===== src/verilog/adcc_defs.svh =====
// register indexes, field positions, reset values and timing counts of the converter block
`ifndef ADCC_DEFS_SVH
`define ADCC_DEFS_SVH
`define ADCC_IDX_CSR      8'h70
`define ADCC_IDX_UPPER    8'h71
`define ADCC_IDX_LOWER    8'h72
`define ADCC_IDX_STATUS   8'h73
`define ADCC_IDX_MASK     8'h74
`define ADCC_BIT_DONE     7
`define ADCC_BIT_SPEED    6
`define ADCC_BIT_ON       5
`define ADCC_BIT_RSVD     4
`define ADCC_SEL_HI       3
`define ADCC_SEL_LO       0
`define ADCC_RST_CSR      8'h00
`define ADCC_RST_RESULT   10'h000
`define ADCC_RST_MASK     1'b0
`define ADCC_DIV_FAST     2'h1
`define ADCC_DIV_SLOW     2'h3
`define ADCC_RES_MSB      10'h200
`endif


===== src/verilog/adcc_pkg.sv =====
// types shared by the converter control block
package adcc_pkg;
	typedef enum logic [1:0] {
		ADCC_IDLE,
		ADCC_SAMPLE,
		ADCC_CONVERT
	} adcc_phase_type;

	typedef struct packed {
		logic           waitreq;
		logic [31:0]    rdata;
		logic           done;
		logic           speed;
		logic           on;
		logic [3:0]     sel;
		logic [1:0]     div;
		adcc_phase_type ph;
		logic [3:0]     bit_idx;
		logic [9:0]     trial;
		logic [9:0]     result;
		logic           samp;
		logic           powered;
		logic           irq_stat;
		logic           irq_mask;
		logic           irq;
	} adcc_state_type;
endpackage


===== src/verilog/adcc_top.sv =====
// converter control, status and result registers with a successive-approximation sequencer
// Behaviour
// [RQ1] Bit 7 of the control/status register is set when a conversion completes.
// [RQ2] Reading the upper result or writing the control/status register clears that flag.
// [RQ3] Bit 6 picks a conversion clock of core clock over 4 (0) or over 2 (1).
// [RQ4] Bit 5 switches the converter on and starts it, or off and stops it.
// [RQ5] Software writes 0 to reserved bit 4.
// [RQ6] Bits 3 to 0 pick which of 16 analog inputs is converted.
// [RQ7] The upper result register reads result bits 9 to 2.
// [RQ8] The lower result register reads result bits 1 and 0, zero above.
// [RQ9] Wait mode changes nothing in the converter.
// [RQ10] Halt disables the converter and software waits a settle time after wake-up.
// [RQ11] The converter raises no interrupt of its own; software polls the flag. Here irq_out is driven by irq_stat and irq_mask.
// [RQ12] While on, conversions follow each other without a break.
// [RQ13] Changing the input selection aborts, clears the flag and restarts.
// [RQ14] An input above the high reference yields FFh upper and 03h lower.
// [RQ15] Software reads lower then upper result before the next conversion ends.
// [RQ16] Both result registers change in the cycle the flag is set.
`timescale 1ns/1ps
`include "adcc_defs.svh"

module adcc_top (
	// clock and reset
	input  wire logic        clock_in,
	input  wire logic        resetn_in,
	// register bus
	input  wire logic [9:0]  avs_address_in,
	input  wire logic        avs_read_in,
	input  wire logic        avs_write_in,
	input  wire logic [31:0] avs_writedata_in,
	input  wire logic [3:0]  avs_byteenable_in,
	output logic      [31:0] avs_readdata_out,
	output logic             avs_waitrequest_out,
	// power mode
	input  wire logic        halt_in,
	// analog multiplexer and comparator
	input  wire logic        compare_in,
	output logic      [3:0]  channel_out,
	output logic      [9:0]  dac_code_out,
	output logic             sample_out,
	output logic             powered_out,
	// interrupt
	output logic             irq_out
);
	import adcc_pkg::*;

	adcc_state_type r;
	adcc_state_type n;
	logic           acc;
	logic           fin_ev;
	logic           tick;
	logic [7:0]     idx;
	logic [7:0]     csr_view;

	function automatic logic [9:0] bit_mask(input logic [3:0] i);
		bit_mask = 10'h001 << i;
	endfunction

	assign idx      = avs_address_in[9:2];
	assign acc      = (avs_read_in | avs_write_in) & r.waitreq;
	assign csr_view = {r.done, r.speed, r.on, 1'b0, r.sel};

	always_comb begin
		n        = r;
		fin_ev   = 1'b0;
		tick     = 1'b0;
		n.waitreq = 1'b1;
		// bus access: answer one cycle after the request is seen
		if (acc) begin
			n.waitreq = 1'b0;
			n.rdata   = 32'h0000_0000;
			if (avs_read_in) begin
				case (idx)
					`ADCC_IDX_CSR: n.rdata[7:0] = csr_view;
					`ADCC_IDX_UPPER: begin
						n.rdata[7:0] = r.result[9:2]; // RQ7
						n.done       = 1'b0; // RQ2
					end
					`ADCC_IDX_LOWER: n.rdata[1:0] = r.result[1:0]; // RQ8
					`ADCC_IDX_STATUS: begin
						n.rdata[0]  = r.irq_stat;
						n.irq_stat  = 1'b0;
					end
					`ADCC_IDX_MASK: n.rdata[0] = r.irq_mask;
					default: n.rdata = 32'h0000_0000;
				endcase
			end else if (avs_byteenable_in[0]) begin
				case (idx)
					`ADCC_IDX_CSR: begin
						n.done  = 1'b0; // RQ2
						n.speed = avs_writedata_in[`ADCC_BIT_SPEED]; // RQ3
						n.on    = avs_writedata_in[`ADCC_BIT_ON]; // RQ4
						n.sel   = avs_writedata_in[`ADCC_SEL_HI:`ADCC_SEL_LO]; // RQ6
					end
					`ADCC_IDX_MASK: n.irq_mask = avs_writedata_in[0];
					default: n.irq_mask = n.irq_mask;
				endcase
			end
		end
		// halt gates the converter off; wait mode is not a term here
		if (!(n.on && !halt_in)) begin // RQ4 RQ9 RQ10
			n.ph      = ADCC_IDLE;
			n.samp    = 1'b0;
			n.powered = 1'b0;
			n.div     = 2'h0;
		end else if (n.sel != r.sel || r.ph == ADCC_IDLE) begin
			// fresh start or new input: restart from sampling
			n.ph      = ADCC_SAMPLE; // RQ13
			n.samp    = 1'b1;
			n.powered = 1'b1;
			n.div     = 2'h0;
			if (n.sel != r.sel) begin
				n.done = 1'b0; // RQ13
			end
		end else begin
			tick  = (r.div == (r.speed ? `ADCC_DIV_FAST : `ADCC_DIV_SLOW)); // RQ3
			n.div = tick ? 2'h0 : r.div + 2'h1;
			if (tick) begin
				case (r.ph)
					ADCC_SAMPLE: begin
						n.samp    = 1'b0;
						n.trial   = `ADCC_RES_MSB;
						n.bit_idx = 4'h9;
						n.ph      = ADCC_CONVERT;
					end
					ADCC_CONVERT: begin
						// comparator low: trial code too high, drop this bit
						if (!compare_in) begin
							n.trial = r.trial & ~bit_mask(r.bit_idx);
						end
						if (r.bit_idx != 4'h0) begin
							n.trial   = n.trial | bit_mask(r.bit_idx - 4'h1);
							n.bit_idx = r.bit_idx - 4'h1;
						end else begin
							// all ones when input is over the reference
							n.result   = n.trial; // RQ14 RQ16
							n.done     = 1'b1; // RQ1
							n.irq_stat = 1'b1;
							fin_ev     = 1'b1;
							n.ph       = ADCC_SAMPLE; // RQ12
							n.samp     = 1'b1;
						end
					end
					default: n.ph = ADCC_IDLE;
				endcase
			end
		end
		n.irq = n.irq_stat & n.irq_mask;
	end

	always_ff @(posedge clock_in) begin
		if (!resetn_in) begin
			r          <= '0;
			r.waitreq  <= 1'b1;
			{r.done, r.speed, r.on} <= 3'h0;
			r.sel      <= 4'(`ADCC_RST_CSR);
			r.result   <= `ADCC_RST_RESULT;
			r.irq_mask <= `ADCC_RST_MASK;
			r.ph       <= ADCC_IDLE;
		end else begin
			r <= n;
		end
	end

	assign avs_readdata_out    = r.rdata;
	assign avs_waitrequest_out = r.waitreq;
	assign channel_out         = r.sel; // RQ6
	assign dac_code_out        = r.trial;
	assign sample_out          = r.samp;
	assign powered_out         = r.powered;
	assign irq_out             = r.irq; // RQ11
endmodule // adcc_top

===== config.mk =====
export PLATFORM = sky130hd
export DESIGN_NAME = adcc_top
export DESIGN_NICKNAME = d
export VERILOG_FILES = /design/src/verilog/adcc_pkg.sv /design/src/verilog/adcc_top.sv
export VERILOG_INCLUDE_DIRS = /design/src /design/src/verilog
export SDC_FILE = /design/constraint.sdc
export NUM_CORES = 1
export LEC_CHECK = 0
export BUFFER_PORTS_ARGS = -buffer_cell sky130_fd_sc_hd__buf_4
export CAP_MARGIN = 10
export CORE_UTILIZATION = 50
export CTS_BUF_LIST = sky130_fd_sc_hd__clkbuf_16
export CTS_CLUSTER_SIZE = 14
export DETAILED_ROUTE_END_ITERATION = 16
export HOLD_SLACK_MARGIN = 0.05
export MAX_ROUTING_LAYER = met4
export PLACE_DENSITY_LB_ADDON = 0.2
export SLEW_MARGIN = 20
export SYNTH_ARGS = -nofsm -noshare
export SYNTH_HDL_FRONTEND = slang
export SYNTH_SLANG_ARGS = --single-unit

===== constraint.sdc =====
create_clock -name clock_in -period 2.6 [get_ports clock_in]
set_input_delay 0.26 -clock clock_in [delete_from_list [all_inputs] [get_ports clock_in]]
set_output_delay 0.26 -clock clock_in [all_outputs]
set_load 0.01 [all_outputs]

==> results.py, run 1 <==
metrics = {
    "timing": {
        "slew_viol_final": 0,
        "setup-violations-final": 0,
        "fin_setup_tns_ns": 0,
        "rsz0062_at_grt": "false",
        "min_period_ns": 2.23,
        "timing.final.crit_share": 0.859,
        "fin_skew_ns": 0.00633,
        "hold_violations": 0,
        "tightest_slew_ns": 0.670,
        "fmax_mhz": 448,
        "fin_ws_ns": 0.368,
        "maxSlewHeadroom": 0.551,
    },
    "synth": {
        "avgSynthCellArea_sq_um": 8.64,
        "synth_top_cell_area_share": 0.343,
        "synth_edf_count": 0,
        "synth.distinct_cells": 55,
        "synth_top_area_cell": "dfxtp_1",
        "yosys-top-cells-area": "dfxtp_1, buf_4, mux2i_1",
        "synthArstFlopShare": 0,
        "syn_inst": 331,
        "yosysWarnings": 0,
        "ys.flop_type": "dfxtp_1",
        "ys_ff_latch": 49,
        "yosysSeqAreaShare": 0.343,
        "netlist_area_sq_um": 2860,
    },
    "drt": {
        "drt-total-wl_um": 5940,
        "drtIter0Drc": 151,
        "route.detailed.drc": 0,
        "wl_per_cell_um": 14.0,
        "firstDrtPassIters": 4,
        "route.vias.total": 2291,
        "viasPerCell": 5.42,
        "ant_nets": 0,
    },
    "final_layout": {
        "multi_input_area_sq_um": 1510,
        "diodes": 0,
        "fill_cells": 513,
        "seq_area_sq_um": 981,
        "area_growth_pct": 9.93,
        "nets": 407,
        "utilization": 0.571,
        "drive_gt1_frac": 0.205,
        "final_cell_area_sq_um": 3140,
    },
    "placement": {
        "io_buffers": 46,
        "gp_congestion": 0.845,
        "dp_slack_ns": 0.307,
        "place_hpwl_um": 4410,
        "placed_area_sq_um": 3000,
    },
    "global_routing": {
        "overflow": 0,
        "antenna_found_initial": 0,
        "grt_pass1_vias": 2007,
        "grt_pass1_wl_um": 9560,
        "grt_max_degree": 39,
        "grt_usage": 0.205,
    },
    "clock_tree": {
        "cts_tree": "built",
        "cts_hold_buffers": 0,
        "cts_buffers": 5,
        "cts_setup_buffers": 0,
        "cts_resized": 0,
        "clockBufferDepth": 2,
        "cts.sinks": 49,
        "cts_root_buf": "clkbuf_16",
        "cts_max_level": 2,
        "clkTransAtPathRegs_ns": 0.07,
        "worstSkewPairLatency_ns": 0.29,
    },
    "setup_path": {
        "crit_type": "flop to flop",
        "crit_fanout": 12,
        "cp.arrival_ns": 2.41,
        "critPathLaunchType": "flop",
        "worstPathRequired_ns": 2.78,
        "critPathCaptureType": "flop",
        "r2r_setup_slack_ns": 0.37,
    },
    "run_status": {
        "status": "completed",
    },
    "floorplanning": {
        "io_pins": 102,
        "initial_core_util": 0.519,
        "die_h_um": 77.6,
        "dieArea_sq_um": 6030,
        "die_w_um": 77.6,
        "coreArea_sq_um": 5510,
        "rows": 27,
    },
    "job": {
        "cap_violations": 0,
    },
    "hold_path": {
        "hold_path_class": "input port to flop",
    },
    "power": {
        "peakVddDrop_mv": 0.238,
        "finalPower_w": 0.00147,
        "power_per_cell_area_nw_per_um2": 467,
        "leakagePower_nw": 1.33,
    },
}
[metrics by stage]
step                std cells  hold WS [ns]
global placement          415         0.438
CTS                       423         0.214
finish                    423         0.213
global route              423         0.235
floorplan                 354         0.404
detailed placement        415         0.443
[flip-flops by register name, summed over array words and instances, names as in the netlist]
signal / flops
avs_readdata_out: 8
irq_out: 1
channel_out: 4
sample_out: 1
dac_code_out: 10
csr_view: 3
avs_waitrequest_out: 1
powered_out: 1
r: 20
[where the power goes]
group	leakage, nW	internal, W	switching, W
Clock	0.0712	0.000353	0.000280
Combinational	0.864	0.0000307	0.0000531
Sequential	0.395	0.000751	0.00000142
[cells in the mapped netlist (5+ instances only)]
library cell  count
dfxtp_1          49
buf_4            46
nand2_1          39
mux2i_1          27
nor2_1           22
clkbuf_1         13
o21ai_0          12
a21oi_1          10
inv_1             9
a211oi_1          6
nand3_1           6
a222oi_1          5
ha_1              5
o211ai_1          5
[final cells by class]
class,instances,area share
multi-input cells,233,0.479
flip-flops and latches,49,0.312
repair buffers,52,0.124
clock buffers,5,0.0398
well taps,72,0.0287
inverters,9,0.0107
clock inverters,3,0.00557
[final timing paths]
kind | cells past startpoint | endpoint | startpoint
worst max-delay path | 5 | dac_code_out[3] | avs_waitrequest_out
worst min-delay path | 3 | csr_view[6] | avs_writedata_in[6]
worst max register to register | 5 | dac_code_out[3] | avs_waitrequest_out
worst min register to register | 2 | powered_out | powered_out
[logic make-up (layout without fill, tap and decap cells)]
kind of cell	count (synthesis)	in the layout	share of synthesized area
other cells	1	24	0.00131
simple gates	103	103	0.177
compound gates	68	68	0.178
buf+inv	72	69	0.161
xor+xnor	5	5	0.0153
fa+ha+maj	5	5	0.0219
flops	49	49	0.343
mux	28	28	0.102
[worst max-delay path, cell delays in order (launching register included)]
cell     delay [ns]
dfxtp_1        0.39
and4b_1        0.24
nand4_1        0.13
or3_1          0.58
a21o_1         0.45
o221a_2        0.32
[layer usage]
layer / share of wire / global-route usage / vias up
li1: - / - / 1147
met1: 0.46 / 0.262 / 1056
met2: 0.47 / 0.322 / 84
met3: 0.059 / 0.0459 / 4
met4: 0.0064 / 0.0623 / 0
met5: 0 / - / -
[placed cells by master, fill, tap and decap left out, types with 5 or more instances in the layout]
cell type / synthesis / layout
ha_1: 5 / 5
a21oi_1: 10 / 10
a222oi_1: 5 / 5
o211ai_1: 5 / 5
nand2_1: 39 / 39
nand3_1: 6 / 6
mux2i_1: 27 / 27
nor2_1: 22 / 22
clkbuf_16: 0 / 5
a211oi_1: 6 / 6
o21ai_0: 12 / 12
dfxtp_1: 49 / 49
buf_4: 46 / 52
inv_1: 9 / 9
conb_1: 1 / 24
Note: power is estimated with default switching activity, not from simulation.
==> run 2: changes to the inputs <==
--- a/config.mk
+++ b/config.mk
@@ -13,7 +13,6 @@
 export CTS_CLUSTER_SIZE = 14
 export DETAILED_ROUTE_END_ITERATION = 16
 export HOLD_SLACK_MARGIN = 0.05
-export MAX_ROUTING_LAYER = met4
 export PLACE_DENSITY_LB_ADDON = 0.2
 export SLEW_MARGIN = 20
 export SYNTH_ARGS = -nofsm -noshare
==> results.py, run 2 (synthesis results as in run 1) <==
metrics = {
    "global_routing": {
        "grt_pass1_vias": 2012,
        "grt_max_degree": 39,
        "grt_pass1_wl_um": 9560,
        "antenna_found_initial": 0,
        "overflow": 0,
        "grt_usage": 0.199,
    },
    "final_layout": {
        "area_growth_pct": 9.93,
        "nets": 407,
        "largest_reg_flops": 20,
        "layout.cells.most_common": "buf_4",
        "final_cell_mix": "buf_4, dfxtp_1, nand2_1",
        "regMostFlops": "r",
        "drive_gt1_frac": 0.205,
        "diodes": 0,
        "final_cell_area_sq_um": 3140,
    },
    "timing": {
        "fmax_mhz": 448,
        "fin_setup_tns_ns": 0,
        "timing.final.crit_share": 0.858,
        "tightest_slew_ns": 0.664,
        "setup-violations-final": 0,
        "maxSlewHeadroom": 0.554,
        "fin_skew_ns": 0.00544,
        "rsz0062_at_grt": "false",
        "whs_ns": 0.214,
        "fin_ws_ns": 0.370,
        "slew_viol_final": 0,
        "hold_violations": 0,
        "min_period_ns": 2.23,
    },
    "floorplanning": {
        "initial_core_util": 0.519,
        "rows": 27,
        "dieArea_sq_um": 6030,
        "io_pins": 102,
        "coreArea_sq_um": 5510,
        "die_h_um": 77.6,
        "die_w_um": 77.6,
    },
    "drt": {
        "wl_per_cell_um": 14.1,
        "ant_nets": 0,
        "drtIter0Drc": 150,
        "route.vias.total": 2291,
        "viasPerCell": 5.42,
        "firstDrtPassIters": 4,
        "route.detailed.drc": 0,
        "drt-total-wl_um": 5960,
    },
    "clock_tree": {
        "clockBufferDepth": 2,
        "cts_resized": 0,
        "cts_setup_buffers": 0,
        "cts.sinks": 49,
        "cts_tree": "built",
        "cts_max_level": 2,
        "clkTransAtPathRegs_ns": 0.07,
        "cts_hold_buffers": 0,
        "worstSkewPairLatency_ns": 0.29,
        "cts_root_buf": "clkbuf_16",
        "cts_buffers": 5,
    },
    "power": {
        "power_per_cell_area_nw_per_um2": 467,
        "leakagePower_nw": 1.33,
        "peakVddDrop_mv": 0.237,
    },
    "setup_path": {
        "cp.arrival_ns": 2.41,
        "critPathCaptureType": "flop",
        "worstPathRequired_ns": 2.78,
        "slowest_delay_ns": 0.58,
        "path_buf_inv": 0,
        "crit_family": "simple AND/OR/NAND/NOR gates",
        "critPathLaunchType": "flop",
        "crit_type": "flop to flop",
        "crit_slowest_cell": "or3_1",
        "crit_fanout": 12,
        "crit_chain": "and4b_1 -> nand4_1 -> or3_1 -> a21o_1 -> o221a_2",
    },
    "hold_path": {
        "hold_path_class": "input port to flop",
    },
    "placement": {
        "dp_slack_ns": 0.307,
        "io_buffers": 46,
        "placed_area_sq_um": 3000,
        "place_hpwl_um": 4410,
        "gp_congestion": 0.832,
    },
    "job": {
        "cap_violations": 0,
    },
    "run_status": {
        "status": "completed",
    },
}
-- run 2: cell counts in the layout (fill, tap and decap cells not counted) --
Identical to the previous run, type by type.
-- run 2: cell type report --
class	count	area, sq um
clock buffer	5	125
clock inverter	3	17.5
fill	513	2360
inverter	9	33.8
multi-input combinational	233	1510
sequential	49	981
tap	72	90.1
timing repair buffer	52	390
-- run 2: metrics by stage --
stage | power, W | utilization | cells
2_1_floorplan | 0.000842 | - | 354
3_3_place_gp | 0.000853 | 0.545 | 415
3_5_place_dp | 0.000853 | 0.545 | 415
4_1_cts | 0.00148 | 0.571 | 423
5_1_grt | 0.00152 | 0.571 | 423
6_report | 0.00147 | 0.571 | 423
-- run 2: report_power, final --
group           total, W  internal, W  switching, W
Clock           0.000632     0.000353      0.000279
Combinational  0.0000839    0.0000307     0.0000531
Sequential      0.000753     0.000751    0.00000142
Total            0.00147      0.00114      0.000333
-- run 2: path summary, 6_finish.rpt --
kind | cells past startpoint | endpoint | start | slack, ns
max | 5 | dac_code_out[3] | avs_waitrequest_out | 0.37
min reg2reg | 2 | powered_out | powered_out | 0.45
max reg2reg | 5 | dac_code_out[3] | avs_waitrequest_out | 0.37
min | 3 | csr_view[6] | avs_writedata_in[6] | 0.21
-- run 2: worst min-delay path: cells and delay by family --
family,cells,cell delay [ns]
buffers and inverters,1,0.08
multiplexers,1,0.05
AND/OR/NAND/NOR,1,0.07
-- run 2: per-layer routing --
layer	global-route usage	part of all wire
met1	0.262	0.46
met2	0.322	0.48
met3	0.0459	0.059
met4	0.0623	0.0045
met5	0	0
